**config.mk**
```make
export PLATFORM = sky130hd
export DESIGN_NAME = ide_task_regs
export DESIGN_NICKNAME = d
export VERILOG_FILES = /design/src/ide_task_pkg.sv /design/src/ide_task_regs.sv
export SDC_FILE = /design/constraint.sdc
export NUM_CORES = 1
export LEC_CHECK = 0
export BUFFER_PORTS_ARGS = -buffer_cell sky130_fd_sc_hd__buf_2
export CAP_MARGIN = 40
export CORE_ASPECT_RATIO = 0.6
export CORE_MARGIN = 1.5
export CORE_UTILIZATION = 55
export CTS_BUF_LIST = sky130_fd_sc_hd__clkbuf_4 sky130_fd_sc_hd__clkbuf_8 sky130_fd_sc_hd__clkbuf_16
export DETAILED_ROUTE_END_ITERATION = 7
export HOLD_SLACK_MARGIN = 0.15
export PLACE_DENSITY = 0.8
export SYNTH_ARGS = -nofsm -noshare
export SYNTH_HDL_FRONTEND = slang
export SYNTH_SLANG_ARGS = --single-unit
```
**constraint.sdc**
```tcl
create_clock -name ref_clk -period 5.5 [get_ports ref_clk]
set_input_delay 0.825 -clock ref_clk [delete_from_list [all_inputs] [get_ports ref_clk]]
set_output_delay 0.825 -clock ref_clk [all_outputs]
set_load 0.02 [all_outputs]
```
**src/ide_task_pkg.sv**
```systemverilog
// Constants shared by the task-file register block and its data buffer.
package ide_task_pkg;

    // ----------------------------------------
    // Task-file and control-block offsets (A2..A0)
    // ----------------------------------------
    localparam logic [2:0] OFS_DATA = 3'h0;
    localparam logic [2:0] OFS_ERR_FEAT = 3'h1;
    localparam logic [2:0] OFS_COUNT = 3'h2;
    localparam logic [2:0] OFS_SECTOR = 3'h3;
    localparam logic [2:0] OFS_CYL_LO = 3'h4;
    localparam logic [2:0] OFS_CYL_HI = 3'h5;
    localparam logic [2:0] OFS_DRV_HEAD = 3'h6;
    localparam logic [2:0] OFS_STAT_CMD = 3'h7;
    localparam logic [2:0] OFS_ALT_CTL = 3'h6;
    localparam logic [2:0] OFS_DRV_ADDR = 3'h7;

    // ----------------------------------------
    // Field positions and reset values
    // ----------------------------------------
    localparam int ERR_BIT_BAD_BLOCK = 7;
    localparam int ERR_BIT_UNCORRECTABLE = 6;
    localparam int ERR_BIT_SECTOR_MISSING = 4;
    localparam int ERR_BIT_ABORTED = 2;
    localparam int ERR_BIT_GENERAL = 0;
    localparam logic [7:0] ERR_IMPL_MASK = 8'hd5;
    localparam int DH_BIT_LBA = 6;
    localparam int DH_BIT_DRIVE = 4;
    localparam logic [7:0] DH_FIXED_ONES = 8'ha0;
    localparam int STAT_BIT_BUSY = 7;
    localparam logic [7:0] STAT_BUSY_ONLY = 8'h80;
    localparam int CTL_BIT_SRST = 2;
    localparam int CTL_BIT_NIEN = 1;
    localparam logic [7:0] COUNT_RST = 8'h01;
    localparam logic [7:0] BYTE_RST = 8'h00;
    localparam logic [7:0] DRV_ADDR_IDLE = 8'h40;

    // ----------------------------------------
    // Data path sizing
    // ----------------------------------------
    localparam int DATA_W = 16;
    localparam int FIFO_DEPTH = 8;

endpackage

```
**src/ide_task_regs.sv**
```systemverilog
// Task-file register set of the card in IDE mode, with its sector data buffers.
//
// What this block does
// - CE1 low decodes eight task-file registers
// - CE2 low: alt status/control, drive address
// - 16-bit data port, word or byte access
// - Data port overlaps error/feature offset
// - Error byte read-only, valid when not busy
// - Bit 7 bad block; bits 5,3,1 zero
// - Bit 6 uncorrectable read data error
// - Bit 4 sector identifier not found
// - Bit 2 command aborted by card condition
// - Bit 0 general error
// - Feature byte write-only, passed to commands
// - Sector count zero means 256 sectors
// - Failed transfer leaves remaining sectors count
// - Sector count resets to 01h
// - Sector number holds starting sector
// - Cylinder low/high bytes hold start cylinder
// - Drive/head bits 7,5 one; LBA, drive
// - LBA flag picks CHS or linear addressing
// - Linear address built from four bytes
// - Drive bit compared against card identity
// - Bits 3..0 head number, bit 3 MSB
// - Busy hides other status bits
`timescale 1ns/1ps

// ----------------------------------------
// Parameterised FIFO
// ----------------------------------------
module sector_fifo #(
    parameter int W = 16,
    parameter int DEPTH = 8
) (
    input wire logic ref_clk, // 200 MHz clock
    input wire logic reset_n, // Synchronous reset, active low
    input wire logic [W-1:0] in_data, // Word to store
    input wire logic in_valid, // Word offered
    output logic in_ready, // Room for a word
    output logic [W-1:0] out_data, // Oldest word
    output logic out_valid, // A word is held
    input wire logic out_ready // Oldest word taken
);
    localparam int AW = (DEPTH > 1) ? $clog2(DEPTH) : 1;
    localparam logic [AW:0] FULL_CNT = (AW + 1)'(DEPTH);
    localparam logic [AW-1:0] LAST_IDX = AW'(DEPTH - 1);

    logic [W-1:0] mem_r [DEPTH];
    logic [W-1:0] mem_nxt [DEPTH];
    logic [AW-1:0] wp_r, wp_nxt, rp_r, rp_nxt;
    logic [AW:0] cnt_r, cnt_nxt;
    logic push, pop;

    // Honest flags straight from the occupancy count
    assign in_ready = (cnt_r != FULL_CNT);
    assign out_valid = (cnt_r != '0);
    assign out_data = mem_r[rp_r];
    assign push = in_valid & in_ready;
    assign pop = out_valid & out_ready;

    // Pointer and storage next state
    always_comb begin
        mem_nxt = mem_r;
        wp_nxt = wp_r;
        rp_nxt = rp_r;
        cnt_nxt = cnt_r;
        if (push) begin
            mem_nxt[wp_r] = in_data;
            wp_nxt = (wp_r == LAST_IDX) ? '0 : wp_r + 1'b1;
        end
        if (pop) begin
            rp_nxt = (rp_r == LAST_IDX) ? '0 : rp_r + 1'b1;
        end
        if (push && !pop) begin
            cnt_nxt = cnt_r + 1'b1;
        end else if (pop && !push) begin
            cnt_nxt = cnt_r - 1'b1;
        end
    end

    // Control state is reset, storage is not
    always_ff @(posedge ref_clk) begin
        if (!reset_n) begin
            wp_r <= '0;
            rp_r <= '0;
            cnt_r <= '0;
        end else begin
            wp_r <= wp_nxt;
            rp_r <= rp_nxt;
            cnt_r <= cnt_nxt;
        end
    end

    // Storage array
    always_ff @(posedge ref_clk) begin
        mem_r <= mem_nxt;
    end
endmodule

// ----------------------------------------
// Task-file register block
// ----------------------------------------
module ide_task_regs
    import ide_task_pkg::*;
#(
    parameter int DEPTH = FIFO_DEPTH
) (
    input wire logic ref_clk, // 200 MHz clock
    input wire logic reset_n, // Synchronous reset, active low
    input wire logic cs1_n, // Task-file chip select
    input wire logic cs2_n, // Control-block chip select
    input wire logic [2:0] addr, // Register offset
    input wire logic rd_n, // Read strobe
    input wire logic wr_n, // Write strobe
    input wire logic word_mode, // High for 16-bit access
    input wire logic [DATA_W-1:0] host_din, // Host write data
    output logic [DATA_W-1:0] host_dout, // Host read data
    output logic host_doe, // Drive data bus
    output logic wr_space, // Write buffer has room
    output logic rd_avail, // Read buffer holds data
    input wire logic card_id, // This card's drive number
    input wire logic busy_flag, // Internal operation running
    input wire logic [6:0] status_low, // Status bits 6..0
    input wire logic err_set_valid, // Report error bits
    input wire logic [7:0] err_set_bits, // Error bits to set
    input wire logic cnt_upd_valid, // Load remaining count
    input wire logic [7:0] cnt_upd_value, // Remaining sectors
    output logic cmd_valid, // New command pulse
    output logic [7:0] cmd_code, // Command byte
    output logic [7:0] feature_byte, // Feature selection
    output logic [8:0] xfer_sectors, // Sectors, 1..256
    output logic lba_mode, // Linear addressing chosen
    output logic [27:0] lba_addr, // Linear block address
    output logic [15:0] cylinder, // Start cylinder
    output logic [3:0] head_field, // Head number
    output logic [7:0] start_sec, // Start sector
    output logic drive_select_bit, // Drive addressed
    output logic drive_match, // Addressed drive is us
    output logic soft_reset, // Soft reset level
    output logic irq_disable, // Interrupt disable level
    output logic [DATA_W-1:0] wdata, // Sector word to card
    output logic wvalid, // Sector word present
    input wire logic wready, // Card takes the word
    input wire logic [DATA_W-1:0] rdata_in, // Sector word from card
    input wire logic rvalid_in, // Card offers a word
    output logic rready_in // Read buffer has room
);
    // ----------------------------------------
    // Strobe edges and address decode
    // ----------------------------------------
    logic rd_prev_r, wr_prev_r;
    logic rd_go, wr_go, sel_task, sel_ctl;
    logic data_hit_rd, data_hit_wr;

    assign sel_task = !cs1_n && cs2_n;
    assign sel_ctl = cs1_n && !cs2_n && (addr[2:1] == OFS_ALT_CTL[2:1]);
    assign rd_go = !rd_n && rd_prev_r && (sel_task || sel_ctl);
    assign wr_go = !wr_n && wr_prev_r && (sel_task || sel_ctl);
    // A word access at offset 0 covers offset 1 too; byte accesses split them
    assign data_hit_rd = rd_go && sel_task && (addr == OFS_DATA);
    assign data_hit_wr = wr_go && sel_task && (addr == OFS_DATA);
    // Only the low-going edge of a strobe acts, so a long strobe counts once
    always_ff @(posedge ref_clk) begin
        if (!reset_n) begin
            rd_prev_r <= 1'b1;
            wr_prev_r <= 1'b1;
        end else begin
            rd_prev_r <= rd_n;
            wr_prev_r <= wr_n;
        end
    end

    // ----------------------------------------
    // Parameter registers
    // ----------------------------------------
    logic [7:0] feat_r, feat_nxt, cnt_r, cnt_nxt, sec_r, sec_nxt;
    logic [7:0] cyl_lo_r, cyl_lo_nxt, cyl_hi_r, cyl_hi_nxt;
    logic [7:0] dh_r, dh_nxt, ctl_r, ctl_nxt, err_r, err_nxt;
    logic [7:0] cmd_r, cmd_nxt;
    logic cmd_go_r, cmd_go_nxt, cmd_take;

    // New command only when idle and addressed to this card
    assign cmd_take = wr_go && sel_task && (addr == OFS_STAT_CMD) && !busy_flag && drive_match;

    // Host writes and card-side updates
    always_comb begin
        feat_nxt = feat_r;
        cnt_nxt = cnt_r;
        sec_nxt = sec_r;
        cyl_lo_nxt = cyl_lo_r;
        cyl_hi_nxt = cyl_hi_r;
        dh_nxt = dh_r;
        ctl_nxt = ctl_r;
        cmd_nxt = cmd_r;
        cmd_go_nxt = 1'b0;
        err_nxt = err_r;
        // Card reports the remainder of an unfinished transfer
        if (cnt_upd_valid) begin
            cnt_nxt = cnt_upd_value;
        end
        if (wr_go && sel_task) begin
            unique case (addr)
                OFS_ERR_FEAT: begin
                    if (!word_mode) begin
                        feat_nxt = host_din[7:0];
                    end
                end
                OFS_COUNT: cnt_nxt = host_din[7:0];
                OFS_SECTOR: sec_nxt = host_din[7:0];
                OFS_CYL_LO: cyl_lo_nxt = host_din[7:0];
                OFS_CYL_HI: cyl_hi_nxt = host_din[7:0];
                OFS_DRV_HEAD: dh_nxt = host_din[7:0] | DH_FIXED_ONES;
                OFS_STAT_CMD: begin
                    if (cmd_take) begin
                        cmd_nxt = host_din[7:0];
                        cmd_go_nxt = 1'b1;
                    end
                end
                default: begin
                end
            endcase
        end
        // Drive address is read-only; writes there are dropped
        if (wr_go && sel_ctl && (addr == OFS_ALT_CTL)) begin
            ctl_nxt = host_din[7:0];
        end
        // A new command clears old errors; a report in the same cycle wins
        if (cmd_take) begin
            err_nxt = BYTE_RST;
        end
        if (err_set_valid) begin
            err_nxt = err_nxt | (err_set_bits & ERR_IMPL_MASK);
        end
    end

    // Parameter register storage
    always_ff @(posedge ref_clk) begin
        if (!reset_n) begin
            feat_r <= BYTE_RST;
            cnt_r <= COUNT_RST;
            sec_r <= BYTE_RST;
            cyl_lo_r <= BYTE_RST;
            cyl_hi_r <= BYTE_RST;
            dh_r <= DH_FIXED_ONES;
            ctl_r <= BYTE_RST;
            cmd_r <= BYTE_RST;
            cmd_go_r <= 1'b0;
            err_r <= BYTE_RST;
        end else begin
            feat_r <= feat_nxt;
            cnt_r <= cnt_nxt;
            sec_r <= sec_nxt;
            cyl_lo_r <= cyl_lo_nxt;
            cyl_hi_r <= cyl_hi_nxt;
            dh_r <= dh_nxt;
            ctl_r <= ctl_nxt;
            cmd_r <= cmd_nxt;
            cmd_go_r <= cmd_go_nxt;
            err_r <= err_nxt;
        end
    end

    // ----------------------------------------
    // Decoded command parameters
    // ----------------------------------------
    assign cmd_valid = cmd_go_r;
    assign cmd_code = cmd_r;
    assign feature_byte = feat_r;
    assign xfer_sectors = {(cnt_r == BYTE_RST), cnt_r};
    assign lba_mode = dh_r[DH_BIT_LBA];
    assign head_field = dh_r[3:0];
    assign lba_addr = lba_mode ? {head_field, cyl_hi_r, cyl_lo_r, sec_r} : 28'h0000000;
    assign cylinder = {cyl_hi_r, cyl_lo_r};
    assign start_sec = sec_r;
    assign drive_select_bit = dh_r[DH_BIT_DRIVE];
    assign drive_match = (drive_select_bit == card_id);
    assign soft_reset = ctl_r[CTL_BIT_SRST];
    assign irq_disable = ctl_r[CTL_BIT_NIEN];

    // ----------------------------------------
    // Sector data buffers
    // ----------------------------------------
    logic wf_valid, wf_ready, rf_valid, rf_ready;
    logic [DATA_W-1:0] wf_data, rf_data;
    logic wb_hi_r, wb_hi_nxt, rb_hi_r, rb_hi_nxt;
    logic [7:0] wb_low_r, wb_low_nxt;
    logic rf_pop;

    // Bytes pair low first; a word is pushed on the high byte
    always_comb begin
        wb_hi_nxt = wb_hi_r;
        wb_low_nxt = wb_low_r;
        rb_hi_nxt = rb_hi_r;
        wf_valid = 1'b0;
        wf_data = host_din;
        rf_pop = 1'b0;
        if (data_hit_wr) begin
            if (word_mode) begin
                wf_valid = 1'b1;
            end else if (!wb_hi_r) begin
                wb_low_nxt = host_din[7:0];
                wb_hi_nxt = 1'b1;
            end else begin
                wf_data = {host_din[7:0], wb_low_r};
                wf_valid = 1'b1;
                wb_hi_nxt = 1'b0;
            end
        end
        if (data_hit_rd) begin
            if (word_mode || rb_hi_r) begin
                rf_pop = rf_valid;
                rb_hi_nxt = 1'b0;
            end else begin
                rb_hi_nxt = 1'b1;
            end
        end
        // A new command restarts byte pairing
        if (cmd_take) begin
            wb_hi_nxt = 1'b0;
            rb_hi_nxt = 1'b0;
        end
    end

    // Byte pairing state
    always_ff @(posedge ref_clk) begin
        if (!reset_n) begin
            wb_hi_r <= 1'b0;
            wb_low_r <= BYTE_RST;
            rb_hi_r <= 1'b0;
        end else begin
            wb_hi_r <= wb_hi_nxt;
            wb_low_r <= wb_low_nxt;
            rb_hi_r <= rb_hi_nxt;
        end
    end

    // Host to card; a full buffer drops the word, so the host watches wr_space
    sector_fifo #(.W(DATA_W), .DEPTH(DEPTH)) host_to_card (
        .ref_clk(ref_clk),
        .reset_n(reset_n),
        .in_data(wf_data),
        .in_valid(wf_valid),
        .in_ready(wf_ready),
        .out_data(wdata),
        .out_valid(wvalid),
        .out_ready(wready)
    );

    // Card to host; card stalls on rready_in when the host lags
    sector_fifo #(.W(DATA_W), .DEPTH(DEPTH)) card_to_host (
        .ref_clk(ref_clk),
        .reset_n(reset_n),
        .in_data(rdata_in),
        .in_valid(rvalid_in),
        .in_ready(rready_in),
        .out_data(rf_data),
        .out_valid(rf_valid),
        .out_ready(rf_ready)
    );

    assign rf_ready = rf_pop;
    assign wr_space = wf_ready;
    assign rd_avail = rf_valid;

    // ----------------------------------------
    // Read data mux
    // ----------------------------------------
    logic [DATA_W-1:0] dout_r, dout_nxt;
    logic [7:0] status_view, drv_addr_view;

    // While busy the other status bits mean nothing, so they read zero
    assign status_view = busy_flag ? STAT_BUSY_ONLY : {1'b0, status_low};
    assign drv_addr_view = DRV_ADDR_IDLE | {2'b00, ~head_field, card_id, ~card_id};

    // Read value captured on the strobe's falling edge
    always_comb begin
        dout_nxt = dout_r;
        if (rd_go && sel_task) begin
            unique case (addr)
                OFS_DATA: begin
                    if (word_mode) begin
                        dout_nxt = rf_data;
                    end else if (rb_hi_r) begin
                        dout_nxt = {8'h00, rf_data[15:8]};
                    end else begin
                        dout_nxt = {8'h00, rf_data[7:0]};
                    end
                end
                OFS_ERR_FEAT: dout_nxt = {8'h00, err_r & ERR_IMPL_MASK};
                OFS_COUNT: dout_nxt = {8'h00, cnt_r};
                OFS_SECTOR: dout_nxt = {8'h00, sec_r};
                OFS_CYL_LO: dout_nxt = {8'h00, cyl_lo_r};
                OFS_CYL_HI: dout_nxt = {8'h00, cyl_hi_r};
                OFS_DRV_HEAD: dout_nxt = {8'h00, dh_r | DH_FIXED_ONES};
                OFS_STAT_CMD: dout_nxt = {8'h00, status_view};
                default: begin
                end
            endcase
        end else if (rd_go && sel_ctl) begin
            if (addr == OFS_ALT_CTL) begin
                dout_nxt = {8'h00, status_view};
            end else begin
                dout_nxt = {8'h00, drv_addr_view};
            end
        end
    end

    // Read data register
    always_ff @(posedge ref_clk) begin
        if (!reset_n) begin
            dout_r <= '0;
        end else begin
            dout_r <= dout_nxt;
        end
    end

    assign host_dout = dout_r;
    assign host_doe = !rd_n && (sel_task || sel_ctl);
endmodule

```
==> results of run 1 <==
power by group:
part           leakage, nW  switching [mW]  internal (mW)
registers             3.21          0.0927           3.02
logic                 2.72           0.463          0.372
clock network        0.577            1.00           1.43
total                 6.50            1.56           4.83
worst paths after layout:
kind,startpoint,cells past startpoint,slack [ns],endpoint
max,cs2_n,13,1.98,card_to_host.cnt_r[3]
min,cmd_code[7],2,0.46,cmd_code[7]
max reg2reg,card_to_host.cnt_r[0],12,2.56,card_to_host.cnt_r[3]
min reg2reg,cmd_code[7],2,0.46,cmd_code[7]
worst register-to-register path: cells and delay by family, from the launching register on:
kind | cells | cell delay [ns]
AO/OA/AOI/OAI | 3 | 0.48
XOR/XNOR | 1 | 0.09
adder cells (fa/ha/maj) | 2 | 0.47
buffers and inverters | 2 | 0.18
flip-flops | 1 | 0.36
AND/OR/NAND/NOR | 4 | 1.29
area by class of cell:
| type | count | area (um^2) | area share (%) |
|---|---|---|---|
| sequential | 366 | 9890 | 54.5 |
| clock buffer | 48 | 1010 | 5.56 |
| multi-input combinational | 612 | 5300 | 29.2 |
| tap | 367 | 459 | 2.53 |
| clock inverter | 15 | 154 | 0.848 |
| timing repair buffer | 216 | 1270 | 7.00 |
| inverter | 13 | 50.0 | 0.276 |
| antenna | 5 | 12.5 | 0.0690 |
kinds of logic after synthesis:
logic type	after synthesis	synth area share, %
buf+inv	80	2.49
simple gates	283	9.31
flops	366	63.9
fa+ha+maj	16	1.39
compound gates	128	5.55
xor+xnor	8	0.453
mux	177	16.9
cell usage in the layout (no fill, tap or decap), drive strengths merged, types with 4 or more instances in the layout:
cell type	Yosys	routed
mux2i	73	73
or4	4	4
clkbuf	39	48
dfxtp	110	110
inv	12	13
o22ai	5	5
edfxtp	256	256
o211ai	4	4
nor3b	4	4
a211oi	6	6
nor2	102	102
a22oi	15	15
nor2b	17	17
diode	0	5
mux2	44	44
or3	5	5
a21oi	43	43
nand2	57	57
nor3	20	20
xnor2	6	6
a221oi	6	6
nand2b	15	15
nand3	12	12
and2	30	30
buf	28	216
clkinv	1	9
o21ai	15	15
ha	14	14
mux4	60	60
nor4	4	4
a21o	6	6
o32ai	4	4
stage by stage:
stage / setup WS (ns) / instances / area, um^2
2_1_floorplan: 1.98 / 1058 / 15500
3_3_place_gp: 1.64 / 1557 / 16700
3_5_place_dp: 1.59 / 1574 / 17000
4_1_cts: 1.93 / 1637 / 18100
5_1_grt: 1.78 / 1642 / 18100
6_report: 1.98 / 1642 / 18100
routing by layer:
metal	up-vias	wire length, um
met5	-	46
met4	2	995
met3	75	4490
met2	570	16900
met1	4825	16600
li1	4420	-
flip-flops by register name, summed over array words and instances, names as in the netlist, 5 cells and up:
register and flops:
card_to_host.mem_r 128, start_sec 8, host_to_card.mem_r 128, dh_r 6, cmd_code 8, cnt_r 8
cyl_lo_r 8, cyl_hi_r 8, host_dout 16, wb_low_r 8, feature_byte 8, err_r 5
==> qor.csv, run 1 <==
metric;value;unit
PD cells;352;mW/mm^2
Die X;220;um
Site Rows;47;
fin nets;1331;
Final ANT Viol Nets;0;
postcts setup bufs;0;
Overall Power;6.39;mW
synthesized area;0.0155;mm^2
most common cell in the netlist;edfxtp_1;
crit path time final;3.52;ns
Setup Skew;0.0128;ns
Synth warnings;0;
Setup TNS;0;ns
TritonCTS clock tree;built;
global-route wire length before repair;57.7;mm
number of global-route vias before repair;9448;
worst path bufs/invs;3;
Sink Count;366;
Initial Util;56.0;%
CP max-delay cell;nor2b_1;
Arr. time, crit path;3.96;ns
syn_area_per_cell;14.6;um^2
grt total ovfl;0;
crit-path leading delay family;simple AND/OR/NAND/NOR gates;
H-tree depth reported by CTS;2;
CP peak stage delay;0.79;ns
Slew Limit Fails;0;
PostCTS Resize Cnt;0;
Primary FF master, synth;edfxtp_1;
Max Cap Viol;0;
met3 Usage GRT;5.79;%
Vias/cell;6.02;
top post-synthesis cells by count;edfxtp_1 (256), dfxtp_1 (110), nor2_1 (102), mux2i_1 (73), nand2_1 (56);
worst hold path type;reg2reg;
RSZ-0062 raised after global routing;no;
die area;0.0292;mm^2
Data required, critical path;5.95;ns
met1 Use GR;40.9;%
FF+latch count, synth;366;
GR Layer Usage met2;39.2;%
Detailed Place HPWL;27.2;mm
Hold WS;0.456;ns
maximum root-to-sink buffer count;3;
via count;9892;
synth top area cells;edfxtp_1 (50%), dfxtp_1 (14%), mux4_2 (7.3%);
Slew headroom;33.4;%
1st-pass router iterations;5;
Synth Net Count;1145;
initial drt markers;1149;
Root Buffer Master;clkbuf_16;
wirelength, routed;39.0;mm
CP Max Fanout;13;
fin util;65.6;%
largest net degree at the start of global routing;43;
# DRC;0;
Hold Violations, Final;0;
slew at the pin closest to its max-slew limit;0.994;ns
Post-CTS Hold Buffers;0;
result of the run;finished clean;
Wirelength per Cell;23.7;um
DIE HEIGHT;133;um
fill count;1915;
Worst Setup Start Kind;input port;
post-synthesis sequential area ratio;63.9;%
Yosys cell types;71;
worst skew pair latency;0.52;ns
total core area;0.0276;mm^2
Post-synth EDFFs;256;
I/O pin cnt;195;
Setup Crit Path Kind;in2reg;
CP Capture Type;flop;
Max Clk Rate;284;MHz
fraction of registers with async set or reset after synthesis;0;%
P&R area growth vs syn;17.2;%
Final period util;63.9;%
CTS Buf Count;35;
largest area contributor in the netlist;edfxtp_1;
cell leakage power;6.50;nW
Critical Path, Cell by Cell;buf_2 > nor2b_1 > nand4_1 > nor2_1 > inv_1 > ha_1 > inv_1 > ha_1 > a21o_1 > a21oi_1 > xnor2_1 > or3_1 > a21oi_1;
GRT Max-Usage Layer;met1;
clock-pin slew on the worst setup and hold paths;0.06;ns
# setup viols final;0;
layout cells sized above 1;31.4;%
cell count after synthesis;1058;
GRT Overall Usage;26.9;%
Synth top area share;49.7;%
GPL Wtd Cong;0.911;
port bufs;191;
worst vdd ir;0.200;mV
initial antenna violation count;5;
Note: power is estimated with default switching activity, not from simulation.
==> run 2: changes to the inputs <==
--- a/config.mk
+++ b/config.mk
@@ -9,7 +9,7 @@
 export CAP_MARGIN = 40
 export CORE_ASPECT_RATIO = 0.6
 export CORE_MARGIN = 1.5
-export CORE_UTILIZATION = 55
+export CORE_UTILIZATION = 52
 export CTS_BUF_LIST = sky130_fd_sc_hd__clkbuf_4 sky130_fd_sc_hd__clkbuf_8 sky130_fd_sc_hd__clkbuf_16
 export DETAILED_ROUTE_END_ITERATION = 7
 export HOLD_SLACK_MARGIN = 0.15
==> constraint.sdc (replaced) <==
create_clock -name ref_clk -period 2.96 [get_ports ref_clk]
set_input_delay 0.444 -clock ref_clk [delete_from_list [all_inputs] [get_ports ref_clk]]
set_output_delay 0.444 -clock ref_clk [all_outputs]
set_load 0.02 [all_outputs]
==> run 2 against run 1 <==
Flip-flop and latch count unchanged; largest cell class unchanged; worst hold slack got worse by 0.29 ns; first-iteration DRC count increased by 12%; worst setup slack got worse by 1.9 ns; cell count increased by 3.5%; highest routed layer is now met4; sequential share of layout area decreased by 0.48 points; cell area increased by 0.88%.
==> qor.csv, run 2 (synthesis results as in run 1) <==
metric;value;unit
worst skew pair latency;0.54;ns
WHS Path Cells;3;
maximum root-to-sink buffer count;3;
commonest non-fill, non-tap cell in the layout;edfxtp_1;
Max Cap Viol;0;
# DRC;0;
CTS Buf Count;35;
result of the run;finished clean;
Initial Util;53.3;%
Clock power frac;39.6;%
worst path bufs/invs;2;
Setup Skew;0.0332;ns
number of global-route vias before repair;9609;
Root Buffer Master;clkbuf_16;
RSZ-0062 raised after global routing;no;
initial antenna violation count;3;
global-route wire length before repair;59.9;mm
worst hold path type;in2reg;
total core area;0.0290;mm^2
Wirelength per Cell;24.0;um
PD cells;668;mW/mm^2
Setup Crit Path Kind;reg2out;
die area;0.0308;mm^2
initial drt markers;1284;
Sink Count;366;
Hold Violations, Final;0;
CP Max Fanout;24;
Vias/cell;5.97;
PostCTS Resize Cnt;0;
fill count;2073;
wirelength, routed;40.9;mm
most frequent cells in the layout;edfxtp_1 (256), buf_2 (191), dfxtp_1 (108), nor2_1 (102), mux2i_1 (73);
switching power;2.98;mW
Setup TNS;0;ns
fin nets;1357;
fin util;63.1;%
slew at the pin closest to its max-slew limit;0.704;ns
Setup WS post-layout;0.109;ns
Worst Hold End;err_r[7];
P&R area growth vs syn;18.3;%
R2R Path End;card_to_host.cnt_r[3];
crit-path leading delay family;multiplexers;
cell leakage power;6.66;nW
GRT Overall Usage;26.5;%
Worst Setup Start Kind;flop;
Slew headroom;53.1;%
R2R cell count;12;
I/O pin cnt;195;
Arr. time, crit path;2.41;ns
clock-pin slew on the worst setup and hold paths;0.07;ns
Sw Share;24.4;%
CP max-delay cell;dfxtp_2;
crit path time final;2.85;ns
DIE HEIGHT;137;um
Slew Limit Fails;0;
Data required, critical path;2.52;ns
grt total ovfl;0;
port bufs;191;
via count;10100;
# setup viols final;0;
Setup WS pre-CTS;0.0822;ns
H-tree depth reported by CTS;2;
worst reg2reg setup slack;0.19;ns
hold_sp;err_set_bits[7];
launch instance of the worst register-to-register path;card_to_host.cnt_r[0];
Final period util;96.3;%
Critical Path, Cell by Cell;buf_12 > mux4_2 > mux2_2 > buf_2;
Final ANT Viol Nets;0;
Int Power;9.24;mW
1st-pass router iterations;6;
Site Rows;48;
CP Capture Type;output port;
largest net degree at the start of global routing;56;
layout cells sized above 1;32.0;%
Die X;226;um
GPL Wtd Cong;0.931;
TritonCTS clock tree;built;
Detailed Place HPWL;28.0;mm
CP peak stage delay;0.58;ns
Gate power share;13.3;%
sequential fraction of design power;47.1;%
Max Clk Rate;351;MHz
worst vdd ir;0.367;mV
run 2: changes by cell type in the layout (fill, tap and decap cells not counted), sizes merged:
cell         previous run  this run
clkinvlp                3         4
dlygate4sd3             0         2
clkinv                  9         7
bufinv                  3         5
buf                   216       240
diode                   5         3
run 2: stage by stage:
step                total power, mW  instance area (um^2)  cells  hold slack, ns
floorplan                      6.95                 15500   1058           0.456
global placement               7.43                 17000   1631           0.440
detailed placement             7.47                 17000   1631           0.449
CTS                            12.3                 18300   1697           0.154
global route                   12.6                 18300   1699           0.179
finish                         12.2                 18300   1700           0.165
run 2: worst max-delay path by stage:
stage / from / end / depth (start not counted)
global route: host_to_card.rp_r[0] / wdata[4] / 4
detailed placement: addr[2] / card_to_host.cnt_r[3] / 13
global placement: addr[2] / card_to_host.cnt_r[3] / 13
floorplan: cs1_n / host_to_card.cnt_r[3] / 12
CTS: host_to_card.rp_r[0] / wdata[4] / 4
finish: host_to_card.rp_r[0] / wdata[4] / 4
run 2: worst register-to-register path, delay by kind of cell, from the launching register on:
family	cells	cell delay, ns
AND/OR/NAND/NOR	4	1.14
AO/OA/AOI/OAI	3	0.48
adder cells (fa/ha/maj)	2	0.47
flip-flops	1	0.36
buffers and inverters	2	0.17
XOR/XNOR	1	0.09
run 2: what timing repair did:
action | in CTS | in global routing
buffers inserted | 0 | 0
hold endpoints to repair | 2 | 0
hold buffers | 2 | 0
run 2: cell type report:
type / instances / area (um^2) / area share [%]
Timing Repair Buffer: 242 / 1360 / 7.41
Sequential cell: 366 / 9890 / 54.1
Clock buffer: 48 / 1030 / 5.65
Multi-Input combinational cell: 612 / 5240 / 28.6
Tap cell: 400 / 500 / 2.73
Clock inverter: 16 / 226 / 1.24
Antenna cell: 3 / 7.51 / 0.0410
Inverter: 13 / 50.0 / 0.273
run 2: power by group through the flow:
| stage | registers, mW | logic [mW] | clock network, mW |
|---|---|---|---|
| after detailed placement | 5.87 | 1.60 | 0 |
| after global placement | 5.86 | 1.57 | 0 |
| after floorplan | 5.82 | 1.13 | 0 |
| after CTS | 5.76 | 1.62 | 4.90 |
| after global routing | 5.78 | 1.74 | 5.08 |
| final | 5.76 | 1.62 | 4.84 |
run 2: per-layer routing:
layer	track usage, %	share of wire, %
met1	39.8	44
met2	40.0	45
met3	5.28	9.7
met4	6.19	2.0
met5	0	0
==> run 3: changes to the inputs <==
--- a/config.mk
+++ b/config.mk
@@ -13,7 +13,7 @@
 export CTS_BUF_LIST = sky130_fd_sc_hd__clkbuf_4 sky130_fd_sc_hd__clkbuf_8 sky130_fd_sc_hd__clkbuf_16
 export DETAILED_ROUTE_END_ITERATION = 7
 export HOLD_SLACK_MARGIN = 0.15
-export PLACE_DENSITY = 0.8
+export PLACE_DENSITY = 0.77
 export SYNTH_ARGS = -nofsm -noshare
 export SYNTH_HDL_FRONTEND = slang
 export SYNTH_SLANG_ARGS = --single-unit
==> run 3 against run 2 <==
Worst hold slack better by 0.0078 ns; count of clock-buffer cells in the layout is 6 higher; worst setup slack better by 0.041 ns; fmax is 1.5% higher; global-route usage shrank 0.22 points; non-clock buffer count down 2; sequential power hardly changed; first-iteration DRC count fell by 25%; combinational power grew 3%; sequential share of layout area grew 0.089 points.
==> qor.csv, run 3 (synthesis results as in run 1) <==
metric;value;unit
1st-pass router iterations;5;
GPL Wtd Cong;0.876;
wirelength, routed;40.5;mm
TritonCTS clock tree;built;
Sink Count;366;
# setup viols final;0;
Data required, critical path;3.39;ns
R2R cell count;12;
crit path time final;2.81;ns
# DRC;0;
CP Max Fanout;5;
Critical path origin;card_to_host.cnt_r[0];
worst reg2reg setup slack;0.15;ns
Hold Violations, Final;0;
Setup Crit Path Kind;reg2reg;
via count;10100;
met2 routed WL;18.2;mm
port bufs;191;
Detailed Place HPWL;27.9;mm
I/O pin cnt;195;
total core area;0.0290;mm^2
Final ANT Viol Nets;0;
Setup WS pre-CTS;0.0248;ns
Arr. time, crit path;3.24;ns
launch instance of the worst register-to-register path;card_to_host.cnt_r[0];
Max Clk Rate;356;MHz
Int Power;9.12;mW
PostCTS Resize Cnt;0;
CTS Buf Count;35;
Initial Util;53.3;%
die area;0.0308;mm^2
clock-pin slew on the worst setup and hold paths;0.06;ns
Worst Setup Start Kind;flop;
layout cells sized above 1;32.1;%
max layer used;met4;
Setup TNS;0;ns
maximum root-to-sink buffer count;3;
Slew Limit Fails;0;
Placed Cells;1630;
CP Capture Type;flop;
Sw Share;24.5;%
fin nets;1355;
largest net degree at the start of global routing;77;
Worst Hold End;wr_prev_r;
Root Buffer Master;clkbuf_16;
Final period util;94.9;%
Die X;226;um
most frequent cells in the layout;edfxtp_1 (256), buf_2 (191), dfxtp_1 (108), nor2_1 (102), mux2i_1 (73);
Site Rows;48;
Wirelength per Cell;23.9;um
initial drt markers;959;
Clock power frac;38.8;%
GRT Overall Usage;26.3;%
Gate power share;13.8;%
global-route wire length before repair;59.4;mm
fill count;2053;
sequential fraction of design power;47.4;%
H-tree depth reported by CTS;2;
fin cells;1696;
DIE HEIGHT;137;um
worst hold path type;in2reg;
P&R area growth vs syn;18.1;%
R2R Path End;card_to_host.cnt_r[3];
grt total ovfl;0;
cell leakage power;6.66;nW
register area;0.00989;mm^2
PD cells;661;mW/mm^2
Setup Skew;0.0197;ns
hold_sp;wr_n;
worst skew pair latency;0.52;ns
commonest non-fill, non-tap cell in the layout;edfxtp_1;
multi-input logic area;0.00524;mm^2
slew at the pin closest to its max-slew limit;0.577;ns
Slew headroom;61.5;%
Max Cap Viol;0;
Overall Power;12.1;mW
WHS Path Cells;2;
initial antenna violation count;2;
wire length on met1;17.6;mm
worst vdd ir;0.331;mV
number of global-route vias before repair;9691;
Met3 Wirelength;3.92;mm
result of the run;finished clean;
Setup WS post-layout;0.150;ns
switching power;2.95;mW
Vias/cell;5.93;
run 3: final cells by class:
class / instances / share of cell area [%]
Antenna cell: 2 / 0.0274
Clock buffer: 54 / 6.29
Clock inverter: 9 / 0.425
Inverter: 13 / 0.274
Multi-Input combinational cell: 612 / 28.7
Sequential cell: 366 / 54.1
Tap cell: 400 / 2.74
Timing Repair Buffer: 240 / 7.45
run 3: worst max path at each step:
stage | slack (ns) | to | cells past startpoint
floorplan | 0.07 | host_to_card.cnt_r[3] | 12
global placement | 0.07 | card_to_host.cnt_r[3] | 13
detailed placement | 0.02 | card_to_host.cnt_r[3] | 13
CTS | 0.12 | card_to_host.cnt_r[3] | 12
global route | -0.007 | card_to_host.cnt_r[3] | 12
finish | 0.15 | card_to_host.cnt_r[3] | 12
run 3: critical path, cell delays in order (launching register included):
cell,delay [ns]
dfxtp_1,0.37
or4_1,0.58
nand4_1,0.17
nor2_1,0.08
inv_1,0.07
ha_1,0.18
inv_1,0.10
ha_1,0.27
a21o_1,0.17
a21oi_1,0.18
xnor2_1,0.09
or3_1,0.30
a21oi_1,0.16
run 3: per-stage QoR:
stage / hold slack [ns] / area (um^2) / utilization (%)
final: 0.172 / 18300 / 63.0
after CTS: 0.159 / 18300 / 62.9
after global placement: 0.439 / 17000 / 58.7
after global routing: 0.161 / 18300 / 63.0
after floorplan: 0.456 / 15500 / -
after detailed placement: 0.447 / 17000 / 58.7
run 3: power by group through the flow:
stage          combinational [mW]  sequential [mW]  clock (mW)
6_report                     1.67             5.73        4.68
5_1_grt                      1.79             5.74        4.93
3_3_place_gp                 1.61             5.82           0
4_1_cts                      1.67             5.73        4.72
3_5_place_dp                 1.65             5.84           0
2_1_floorplan                1.13             5.82           0
run 3: timing repair:
| action | in CTS | in global routing |
|---|---|---|
| setup buffers | 0 | 1 |
| endpoints found under the setup margin | 0 | 1 |
| hold buffers | 0 | 0 |
run 3: routing by layer:
| layer | vias to the layer above | GRT usage [%] |
|---|---|---|
| met5 | - | 0 |
| met4 | 0 | 7.42 |
| met3 | 60 | 6.63 |
| met2 | 487 | 39.7 |
| met1 | 5041 | 38.0 |
| li1 | 4465 | - |
